### config.mk
export PLATFORM = sky130hd
export DESIGN_NAME = ccgt_top
export DESIGN_NICKNAME = d
export VERILOG_FILES = /design/src/logic/ccgt_pkg.sv /design/src/logic/ccgt_top.sv
export SDC_FILE = /design/constraint.sdc
export NUM_CORES = 1
export LEC_CHECK = 0
export ABC_AREA = 1
export CAP_MARGIN = 30
export CORE_MARGIN = 10
export CORE_UTILIZATION = 55
export DETAILED_ROUTE_END_ITERATION = 16
export DONT_BUFFER_PORTS = 1
export GPL_ROUTABILITY_DRIVEN = 0
export PLACE_DENSITY = 0.71
export SLEW_MARGIN = 10
export SYNTH_ARGS = -nofsm -noshare
export SYNTH_HDL_FRONTEND = slang
export SYNTH_SLANG_ARGS = --single-unit
### constraint.sdc
create_clock -name aclk -period 5.7 [get_ports aclk]
set_clock_uncertainty 0.1 [all_clocks]
set_input_delay 1.14 -clock aclk [delete_from_list [all_inputs] [get_ports aclk]]
set_output_delay 1.14 -clock aclk [all_outputs]
set_load 0.01 [all_outputs]
### src/logic/ccgt_pkg.sv
package ccgt_pkg;
	localparam logic [7:0] CCGT_CTRL_OFS = 8'h00;
	localparam logic [7:0] CCGT_LINE_OFS = 8'h04;
	localparam logic [7:0] CCGT_DATA_OFS = 8'h08;
	localparam logic [7:0] CCGT_STAT_OFS = 8'h0C;
	localparam logic [7:0] CCGT_INT_STAT_OFS = 8'h10;
	localparam logic [7:0] CCGT_INT_MASK_OFS = 8'h14;
	localparam int CCGT_CTRL_TYPE_POS = 0;
	localparam int CCGT_CTRL_SIZE_POS = 2;
	localparam int CCGT_CTRL_START_POS = 4;
	localparam int CCGT_STAT_BUSY_POS = 0;
	localparam int CCGT_STAT_ATTACH_POS = 1;
	localparam int CCGT_STAT_PROCEED_POS = 2;
	localparam int CCGT_STAT_TAKEN_POS = 3;
	localparam int CCGT_STAT_PENDING_POS = 4;
	localparam int CCGT_STAT_PARITY_POS = 5;
	localparam int CCGT_STAT_GROUP_END_POS = 6;
	localparam int CCGT_STAT_STOP_POS = 7;
	localparam int CCGT_STAT_COUNT_POS = 8;
	localparam int CCGT_STAT_STATE_POS = 10;
	localparam int CCGT_EV_DONE = 0;
	localparam int CCGT_EV_PARITY = 1;
	localparam int CCGT_EV_STOP = 2;
	localparam int CCGT_EV_COUNT = 3;
	localparam logic [1:0] CCGT_RESP_OKAY = 2'h0;
	localparam logic [1:0] CCGT_RESP_SLVERR = 2'h2;
	localparam logic [2:0] CCGT_INT_MASK_RST = 3'h0;

	typedef enum logic [1:0] {
		CCGT_SVC_READ,
		CCGT_SVC_WRITE,
		CCGT_SVC_SENSE,
		CCGT_SVC_STATUS
	} ccgt_svc_t;

	typedef enum logic [2:0] {
		CCGT_IDLE,
		CCGT_REQUEST,
		CCGT_ADDRESS,
		CCGT_TRANSFER,
		CCGT_STATUS,
		CCGT_RELEASE
	} ccgt_state_t;

	typedef struct packed {
		logic request_in;
		logic operation_in;
		logic address_in;
		logic service_in;
		logic status_in;
		logic [8:0] bus_in;
	} ccgt_chan_in_t;

	typedef struct packed {
		logic select_out;
		logic command_out;
		logic service_out;
		logic [8:0] bus_out;
	} ccgt_chan_out_t;

	typedef struct packed {
		logic awready;
		logic wready;
		logic bvalid;
		logic [1:0] bresp;
		logic arready;
		logic rvalid;
		logic [31:0] rdata;
		logic [1:0] rresp;
	} ccgt_axi_t;

	typedef struct packed {
		ccgt_axi_t axi;
		ccgt_chan_in_t chan;
		ccgt_state_t state;
		ccgt_svc_t svc_type;
		logic [7:0] line_addr;
		logic [7:0] stor_addr;
		logic [31:0] data;
		logic [1:0] group_size_count;
		logic [1:0] moved_char_count;
		logic wait_low;
		logic service_attach;
		logic proceed_flag;
		logic status_taken;
		logic transfer_pending;
		logic write_parity_fault;
		logic data_stop;
		logic stop;
		logic [2:0] int_stat;
		logic [2:0] int_mask;
		logic irq;
	} ccgt_state_s_t;
endpackage

### src/logic/ccgt_top.sv
// Local design decisions: the register offsets and the AXI4-Lite register port.
`timescale 1ns/1ps
`default_nettype none
module ccgt_top
	import ccgt_pkg::*;
(
	input wire logic aclk,
	input wire logic aresetn,
	input wire logic [7:0] s_axi_awaddr,
	input wire logic s_axi_awvalid,
	output logic s_axi_awready,
	input wire logic [31:0] s_axi_wdata,
	input wire logic [3:0] s_axi_wstrb,
	input wire logic s_axi_wvalid,
	output logic s_axi_wready,
	output logic [1:0] s_axi_bresp,
	output logic s_axi_bvalid,
	input wire logic s_axi_bready,
	input wire logic [7:0] s_axi_araddr,
	input wire logic s_axi_arvalid,
	output logic s_axi_arready,
	output logic [31:0] s_axi_rdata,
	output logic [1:0] s_axi_rresp,
	output logic s_axi_rvalid,
	input wire logic s_axi_rready,
	input wire ccgt_chan_out_t chan_out,
	output ccgt_chan_in_t chan_in,
	output logic [7:0] stor_addr,
	output logic irq
);
	ccgt_state_s_t s;
	ccgt_state_s_t next_s;

	// Odd parity bit: the nine lines together carry an odd count of ones.
	function automatic logic odd_par(input logic [7:0] b);
		odd_par = ~(^b);
	endfunction

	// Byte idx of a data word; idx 0 is register A and idx 3 is register D.
	function automatic logic [7:0] pick_byte(input logic [31:0] d, input logic [1:0] idx);
		pick_byte = d[{idx, 3'h0} +: 8];
	endfunction

	function automatic logic [31:0] put_byte(input logic [31:0] d, input logic [1:0] idx,
		input logic [7:0] b);
		logic [31:0] r;
		r = d;
		r[{idx, 3'h0} +: 8] = b;
		put_byte = r;
	endfunction

	// Control register image: service type and group size as last written, except that a sense start forces the size to zero.
	function automatic logic [31:0] ctrl_word(input ccgt_state_s_t st);
		logic [31:0] r;
		r = 32'h0000_0000;
		r[CCGT_CTRL_TYPE_POS +: 2] = st.svc_type;
		r[CCGT_CTRL_SIZE_POS +: 2] = st.group_size_count;
		ctrl_word = r;
	endfunction

	// Status register image of the interface flags and counters.
	function automatic logic [31:0] status_word(input ccgt_state_s_t st);
		logic [31:0] r;
		r = 32'h0000_0000;
		r[CCGT_STAT_BUSY_POS] = st.state != CCGT_IDLE;
		r[CCGT_STAT_ATTACH_POS] = st.service_attach;
		r[CCGT_STAT_PROCEED_POS] = st.proceed_flag;
		r[CCGT_STAT_TAKEN_POS] = st.status_taken;
		r[CCGT_STAT_PENDING_POS] = st.transfer_pending;
		r[CCGT_STAT_PARITY_POS] = st.write_parity_fault;
		r[CCGT_STAT_GROUP_END_POS] = st.data_stop;
		r[CCGT_STAT_STOP_POS] = st.stop;
		r[CCGT_STAT_COUNT_POS +: 2] = st.moved_char_count;
		r[CCGT_STAT_STATE_POS +: 3] = st.state;
		status_word = r;
	endfunction

	// Read data image of a register; unmapped offsets read as zero.
	function automatic logic [31:0] read_mux(input ccgt_state_s_t st, input logic [7:0] a);
		logic [31:0] r;
		r = 32'h0000_0000;
		case (a)
			CCGT_CTRL_OFS: r = ctrl_word(st);
			CCGT_LINE_OFS: r[7:0] = st.line_addr;
			CCGT_DATA_OFS: r = st.data;
			CCGT_STAT_OFS: r = status_word(st);
			CCGT_INT_STAT_OFS: r[CCGT_EV_COUNT-1:0] = st.int_stat;
			CCGT_INT_MASK_OFS: r[CCGT_EV_COUNT-1:0] = st.int_mask;
			default: r = 32'h0000_0000;
		endcase
		read_mux = r;
	endfunction

	// Only mapped offsets answer OKAY; the rest get SLVERR and change nothing.
	function automatic logic mapped(input logic [7:0] a);
		mapped = (a == CCGT_CTRL_OFS) || (a == CCGT_LINE_OFS) || (a == CCGT_DATA_OFS) ||
			(a == CCGT_STAT_OFS) || (a == CCGT_INT_STAT_OFS) || (a == CCGT_INT_MASK_OFS);
	endfunction

	// Byte lanes of a data write, each lane under its own strobe.
	function automatic logic [31:0] merge_lanes(input logic [31:0] old, input logic [31:0] d,
		input logic [3:0] strb);
		logic [31:0] r;
		r = old;
		for (int i = 0; i < 4; i++) begin
			if (strb[i]) begin
				r[i*8 +: 8] = d[i*8 +: 8];
			end
		end
		merge_lanes = r;
	endfunction

	// Nine-line bus image of a byte with its odd parity bit on top.
	function automatic logic [8:0] bus_word(input logic [7:0] b);
		bus_word = {odd_par(b), b};
	endfunction

	// True once the channel has dropped both of its answering tags.
	function automatic logic tags_idle(input ccgt_chan_out_t c);
		tags_idle = !c.service_out && !c.command_out;
	endfunction

	// An even count of ones over the nine Bus Out lines is a parity fault.
	function automatic logic parity_bad(input logic [8:0] w);
		parity_bad = ~(^w);
	endfunction

	always_comb begin
		logic start;
		logic [2:0] ev;
		logic [7:0] b;
		logic last;
		start = 1'b0;
		ev = 3'h0;
		b = 8'h00;
		last = s.moved_char_count == s.group_size_count;
		next_s = s;
		next_s.axi.awready = 1'b0;
		next_s.axi.wready = 1'b0;
		next_s.axi.arready = 1'b0;

		// Write channel: address and data are taken together, one write at a time.
		if (s.axi.bvalid && s_axi_bready) begin
			next_s.axi.bvalid = 1'b0;
		end
		if (!s.axi.bvalid && s_axi_awvalid && s_axi_wvalid) begin
			next_s.axi.awready = 1'b1;
			next_s.axi.wready = 1'b1;
			next_s.axi.bvalid = 1'b1;
			next_s.axi.bresp = mapped(s_axi_awaddr) ? CCGT_RESP_OKAY : CCGT_RESP_SLVERR;
			case (s_axi_awaddr)
				CCGT_CTRL_OFS: begin
					if (s_axi_wstrb[0] && s.state == CCGT_IDLE) begin
						next_s.svc_type = ccgt_svc_t'(s_axi_wdata[CCGT_CTRL_TYPE_POS +: 2]);
						next_s.group_size_count = s_axi_wdata[CCGT_CTRL_SIZE_POS +: 2];
						start = s_axi_wdata[CCGT_CTRL_START_POS];
					end
				end
				CCGT_LINE_OFS: begin
					if (s_axi_wstrb[0] && s.state == CCGT_IDLE) begin
						next_s.line_addr = s_axi_wdata[7:0];
					end
				end
				CCGT_DATA_OFS: begin
					// The data registers belong to the channel side while a cycle runs.
					if (s.state == CCGT_IDLE) begin
						next_s.data = merge_lanes(s.data, s_axi_wdata, s_axi_wstrb);
					end
				end
				CCGT_INT_MASK_OFS: begin
					if (s_axi_wstrb[0]) begin
						next_s.int_mask = s_axi_wdata[CCGT_EV_COUNT-1:0];
					end
				end
				default: begin
				end
			endcase
		end

		// Read channel; reading the interrupt status clears it.
		if (s.axi.rvalid && s_axi_rready) begin
			next_s.axi.rvalid = 1'b0;
		end
		if (!s.axi.rvalid && s_axi_arvalid) begin
			next_s.axi.arready = 1'b1;
			next_s.axi.rvalid = 1'b1;
			next_s.axi.rdata = read_mux(s, s_axi_araddr);
			next_s.axi.rresp = mapped(s_axi_araddr) ? CCGT_RESP_OKAY : CCGT_RESP_SLVERR;
			if (s_axi_araddr == CCGT_INT_STAT_OFS) begin
				next_s.int_stat = 3'h0;
			end
		end

		// Every channel tag is a level that the channel answers, so each step waits
		// for the matching channel tag before it moves on.
		case (s.state)
			CCGT_IDLE: begin
				if (start) begin
					next_s.state = CCGT_REQUEST;
					next_s.chan.request_in = 1'b1;
					// A new cycle clears the flags of the last one, so a stale fault
					// cannot leak into its status.
					next_s.proceed_flag = 1'b0;
					next_s.status_taken = 1'b0;
					next_s.write_parity_fault = 1'b0;
					next_s.data_stop = 1'b0;
					next_s.stop = 1'b0;
					next_s.moved_char_count = 2'h0;
					next_s.wait_low = 1'b0;
					// A sense cycle moves the single sense byte held in register C.
					if (ccgt_svc_t'(s_axi_wdata[CCGT_CTRL_TYPE_POS +: 2]) == CCGT_SVC_SENSE) begin
						next_s.group_size_count = 2'h0;
					end
				end
			end
			CCGT_REQUEST: begin
				if (chan_out.select_out) begin
					next_s.chan.request_in = 1'b0;
					next_s.chan.operation_in = 1'b1;
					next_s.service_attach = 1'b1;
					next_s.chan.address_in = 1'b1;
					next_s.chan.bus_in = bus_word(s.line_addr);
					next_s.stor_addr = s.line_addr;
					next_s.state = CCGT_ADDRESS;
				end
			end
			CCGT_ADDRESS: begin
				if (chan_out.command_out) begin
					next_s.chan.address_in = 1'b0;
					next_s.proceed_flag = 1'b1;
					if (s.svc_type == CCGT_SVC_STATUS) begin
						b = pick_byte(s.data, 2'h3);
						next_s.chan.status_in = 1'b1;
						next_s.chan.bus_in = bus_word(b);
						// The status byte counts as pending until taken or stacked.
						next_s.transfer_pending = 1'b1;
						next_s.state = CCGT_STATUS;
					end else begin
						if (s.svc_type == CCGT_SVC_SENSE) begin
							b = pick_byte(s.data, 2'h2);
						end else if (s.svc_type == CCGT_SVC_READ) begin
							b = pick_byte(s.data, 2'h0);
						end
						next_s.chan.service_in = 1'b1;
						next_s.chan.bus_in = (s.svc_type == CCGT_SVC_WRITE) ? 9'h000 :
							{odd_par(b), b};
						next_s.transfer_pending = 1'b1;
						next_s.state = CCGT_TRANSFER;
					end
				end
			end
			CCGT_TRANSFER: begin
				// wait_low holds the next byte back until the channel has dropped its
				// answering tag, which keeps the handshake fully interlocked.
				if (!s.wait_low) begin
					if (chan_out.service_out) begin
						// Bus Out is sampled only while the pending condition invites data.
						if (s.svc_type == CCGT_SVC_WRITE) begin
							next_s.data = put_byte(s.data, s.moved_char_count,
								chan_out.bus_out[7:0]);
							if (parity_bad(chan_out.bus_out)) begin
								next_s.write_parity_fault = 1'b1;
								ev[CCGT_EV_PARITY] = 1'b1;
							end
						end
						next_s.moved_char_count = s.moved_char_count + 2'h1;
						next_s.chan.service_in = 1'b0;
						next_s.transfer_pending = 1'b0;
						next_s.wait_low = 1'b1;
						if (last) begin
							next_s.data_stop = 1'b1;
						end
					end else if (chan_out.command_out) begin
						next_s.stop = 1'b1;
						ev[CCGT_EV_STOP] = 1'b1;
						next_s.chan.service_in = 1'b0;
						next_s.transfer_pending = 1'b0;
						next_s.state = CCGT_RELEASE;
					end
				end else if (tags_idle(chan_out)) begin
					next_s.wait_low = 1'b0;
					if (s.data_stop) begin
						next_s.state = CCGT_RELEASE;
					end else begin
						b = pick_byte(s.data, s.moved_char_count);
						next_s.chan.service_in = 1'b1;
						next_s.chan.bus_in = (s.svc_type == CCGT_SVC_WRITE) ? 9'h000 :
							{odd_par(b), b};
						next_s.transfer_pending = 1'b1;
					end
				end
			end
			CCGT_STATUS: begin
				if (chan_out.service_out) begin
					next_s.status_taken = 1'b1;
					next_s.chan.status_in = 1'b0;
					next_s.transfer_pending = 1'b0;
					next_s.state = CCGT_RELEASE;
				end else if (chan_out.command_out) begin
					next_s.stop = 1'b1;
					ev[CCGT_EV_STOP] = 1'b1;
					next_s.chan.status_in = 1'b0;
					next_s.transfer_pending = 1'b0;
					next_s.state = CCGT_RELEASE;
				end
			end
			CCGT_RELEASE: begin
				// Stay attached until the channel has dropped its answering tag.
				if (tags_idle(chan_out)) begin
					next_s.chan.operation_in = 1'b0;
					next_s.service_attach = 1'b0;
					next_s.chan.bus_in = 9'h000;
					next_s.state = CCGT_IDLE;
					ev[CCGT_EV_DONE] = 1'b1;
				end
			end
			default: begin
				next_s.state = CCGT_IDLE;
			end
		endcase

		// Events are applied after the read clear, so a new event is never lost.
		next_s.int_stat = next_s.int_stat | ev;
		next_s.irq = |(next_s.int_stat & next_s.int_mask);
	end

	// Reset clears every flag and output; the enum fields and the mask get named values.
	always_ff @(posedge aclk) begin
		if (!aresetn) begin
			s <= '0;
			s.state <= CCGT_IDLE;
			s.svc_type <= CCGT_SVC_READ;
			s.int_mask <= CCGT_INT_MASK_RST;
		end else begin
			s <= next_s;
		end
	end

	// Every output is read straight from the registered state.
	assign s_axi_awready = s.axi.awready;
	assign s_axi_wready = s.axi.wready;
	assign s_axi_bvalid = s.axi.bvalid;
	assign s_axi_bresp = s.axi.bresp;
	assign s_axi_arready = s.axi.arready;
	assign s_axi_rvalid = s.axi.rvalid;
	assign s_axi_rdata = s.axi.rdata;
	assign s_axi_rresp = s.axi.rresp;
	assign chan_in = s.chan;
	assign stor_addr = s.stor_addr;
	assign irq = s.irq;
endmodule
`default_nettype wire

==> flow_summary.toml <==
[drt]
post_drt_wl_per_cell_um = 18.9
num_vias = 7392
firstDrtPassIters = 5
antenna_left = 0
wirelength_mm = 23.7
initialDrtViolationCount = 876
drcViolationCount = 0
routed_via_density = 5.91

[logic_synthesis]
synthSimpleGateAreaFrac_pct = 29.1
synth_area_um2 = 7570
synth_fa_ha_area_share_pct = 0.661
avgSynthCellArea_um2 = 6.65
synth_top_family_by_area = "simple AND/OR/NAND/NOR gates"
synth_edf_count = 0
synthArstFlopShare_pct = 0
synth_compound_area_share_pct = 20.7
synthXorXnorAreaFrac_pct = 2.20
yosysUniqueCellTypes = 52
syn_inst = 1138
synthMuxAreaShare_pct = 0
synth-main-ff-cell = "dfxtp_1"
yosys_warnings = 0
synth-seq-cells = 123
synth-seq-area-share_pct = 32.5

[timing]
post-route-period-util_pct = 57.3
finalCriticalPeriod_ns = 3.27
tns_ns = 0
max_slew.worst_pin.slew_ns = 0.864
slew_headroom_pct = 42.3
setup_violations = 0
maxSlewViolCount = 0
rsz0062_at_grt = "no"
max_freq_mhz = 306
hold_viol = 0

[grt]
grt_pass1_wl_mm = 36.6
grt-ovfl-total = 0
grt_max_degree = 74
track_usage_pct = 24.9
grt_pass1_vias = 6814
antenna_found_initial = 0

[clock_tree]
clockBufferDepth = 2
root_buffer = "clkbuf_16"
cts_setup_buffers = 0
cts-htree-levels = 4
cts-resized-gates = 0
cts_buffers = 17
cts_tree = "done"
cts_num_sinks = 123
insertion_delay_ns = 0.43
ctsHoldBuffers = 0
clkTransAtPathRegs_ns = 0.06

[status]
outcome = "completed"

[cells_and_area]
fin_area_um2 = 7750
areaGrowthSynthToFinish_pct = 2.45
nets = 1137
layout_common_cells = "nand2_1, dfxtp_1, inv_1, a21oi_1, o21ai_0"
final_common_cell = "nand2_1"
fillers = 1313
diodes = 0
layout-drive-gt1-share_pct = 7.07

[power_and_ir_drop]
powerDensity_nw_per_um2 = 320
power_leakage_uw = 0.00320
ir_drop_mv = 0.260

[worst_setup_path]
cp_data_arrival_time_ns = 3.53
cpPeakStageDelay_ns = 0.85
crit_top_cell = "a21oi_1"
worstPathMaxFanout = 25
path_cells = "inv_1 -> ha_1 -> inv_1 -> nor2_1 -> a21oi_1 -> a21oi_1 -> o21ai_0 -> a21oi_1"
r2r_cells = 8
critPathRequiredTime_ns = 5.96
critPathBufInv = 2
startpoint_type = "register"
crit_family = "flip-flops"
crit_type = "register to register"
endpoint_kind = "register"
slowest_stage = "dfxtp_1"
critical_path_depth = 8

[placement]
hpwlAfterDp_mm = 17.6
io_buffers = 0
placed_area_um2 = 7180

[worst_hold_path]
hold-path-cell-count = 2
min_path_type = "register to register"

[floorplanning]
fp.dieArea_um2 = 18800
start_util_pct = 56.7
rows = 42
die_w_um = 137
ioPinCount = 135
dieHeight_um = 137
core-area_um2 = 13300

[run]
maxCapViolations = 0
## report_power, final
group	switching [uW]	internal (uW)	total, uW
clock network	394	654	1050
registers	92.1	935	1030
logic	282	122	403
total	768	1710	2480
## worst register-to-register path: cells and delay by family, from the launching register on
family                     cells  cell delay (ns)
DFF                            1             0.85
adders and majority gates      1             0.58
buffers and inverters          2             0.73
and+or+nand+nor                1             0.42
AOI/OAI and AO/OA              4             0.52
## sequential cells by signal (all words and copies together), names as in the netlist
register / cells
chan_in: 14
irq: 1
s: 62
s_axi_arready: 1
s_axi_awready: 1
s_axi_bresp: 1
s_axi_bvalid: 1
s_axi_rdata: 32
s_axi_rresp: 1
s_axi_rvalid: 1
stor_addr: 8
## cells by family (layout without fill, tap and decap cells)
group | count (synthesis) | after routing
AO/OA/AOI/OAI | 269 | 269
other | 1 | 2
flip-flops | 123 | 123
buffers and inverters | 226 | 162
XOR/XNOR | 19 | 19
AND/OR/NAND/NOR | 496 | 496
adder cells (fa/ha/maj) | 4 | 4
## stage by stage
step	std cells	total power, uW	utilization [%]	setup slack, ns	hold slack [ns]
2_1_floorplan	1139	1420	-	3.22	0.335
3_3_place_gp	1219	1440	53.8	2.64	0.361
3_5_place_dp	1219	1440	53.8	2.55	0.366
4_1_cts	1251	2470	58.1	2.53	0.392
5_1_grt	1251	2580	58.1	2.14	0.416
6_report	1251	2480	58.1	2.43	0.397
## final timing paths
| check | from | end | slack, ns |
|---|---|---|---|
| min reg2reg | s[11] | s[11] | 0.40 |
| min | s[11] | s[11] | 0.40 |
| max | s[15] | s[41] | 2.43 |
| max reg2reg | s[15] | s[41] | 2.43 |
## metal layers
layer	vias up	wire, um	track usage [%]
met5	-	0	0
met4	0	663	10.4
met3	56	2320	7.65
met2	351	10800	37.9
met1	3422	9940	31.9
li1	3563	-	-
## final cells by class
class / instances / area, um^2 / share of cell area (%)
multi-input cells: 790 / 4000 / 51.6
flip-flops and latches: 123 / 2460 / 31.8
clock inverters: 6 / 60.1 / 0.775
repair buffers: 3 / 22.5 / 0.291
clock buffers: 26 / 509 / 6.57
inverters: 127 / 477 / 6.15
well taps: 176 / 220 / 2.84
## synth_stat cells (2+ instances only)
master      n  area share (%)
o21ai_0    80             5.3
nor4_4      2            0.56
a21oi_1   101             6.7
a32oi_1     3            0.35
or2_2       2            0.17
inv_2      12            0.60
dfxtp_1   123              33
buf_4      62             6.2
nand3_1    67             4.4
ha_1        4            0.66
a211oi_1    5            0.50
clkinv_1    2           0.099
o311ai_0    2            0.23
inv_1     113             5.6
buf_6       3            0.45
a221oi_1    2            0.23
nand2_1   300              15
nor2_8      4             1.1
nand2_4     3            0.45
buf_1       2           0.099
nand2_2     2            0.17
xnor2_1    12             1.4
o221ai_1    8            0.93
or2_0       4            0.33
o21ai_1     9            0.60
a22oi_1     7            0.69
a41oi_1    13             1.5
nor2_2      6            0.50
xor2_1      7            0.81
nand4_1     5            0.41
o22ai_1     4            0.33
nor2_1     77             3.8
a31oi_1    14             1.2
nor3_1     13            0.86
o21ai_2     5            0.58
or2_1       2            0.17
clkbuf_1   23             1.1
o211ai_1   12             1.2
nor2_4      2            0.30
buf_2       9            0.60
Power figures use the tool's default switching activity.
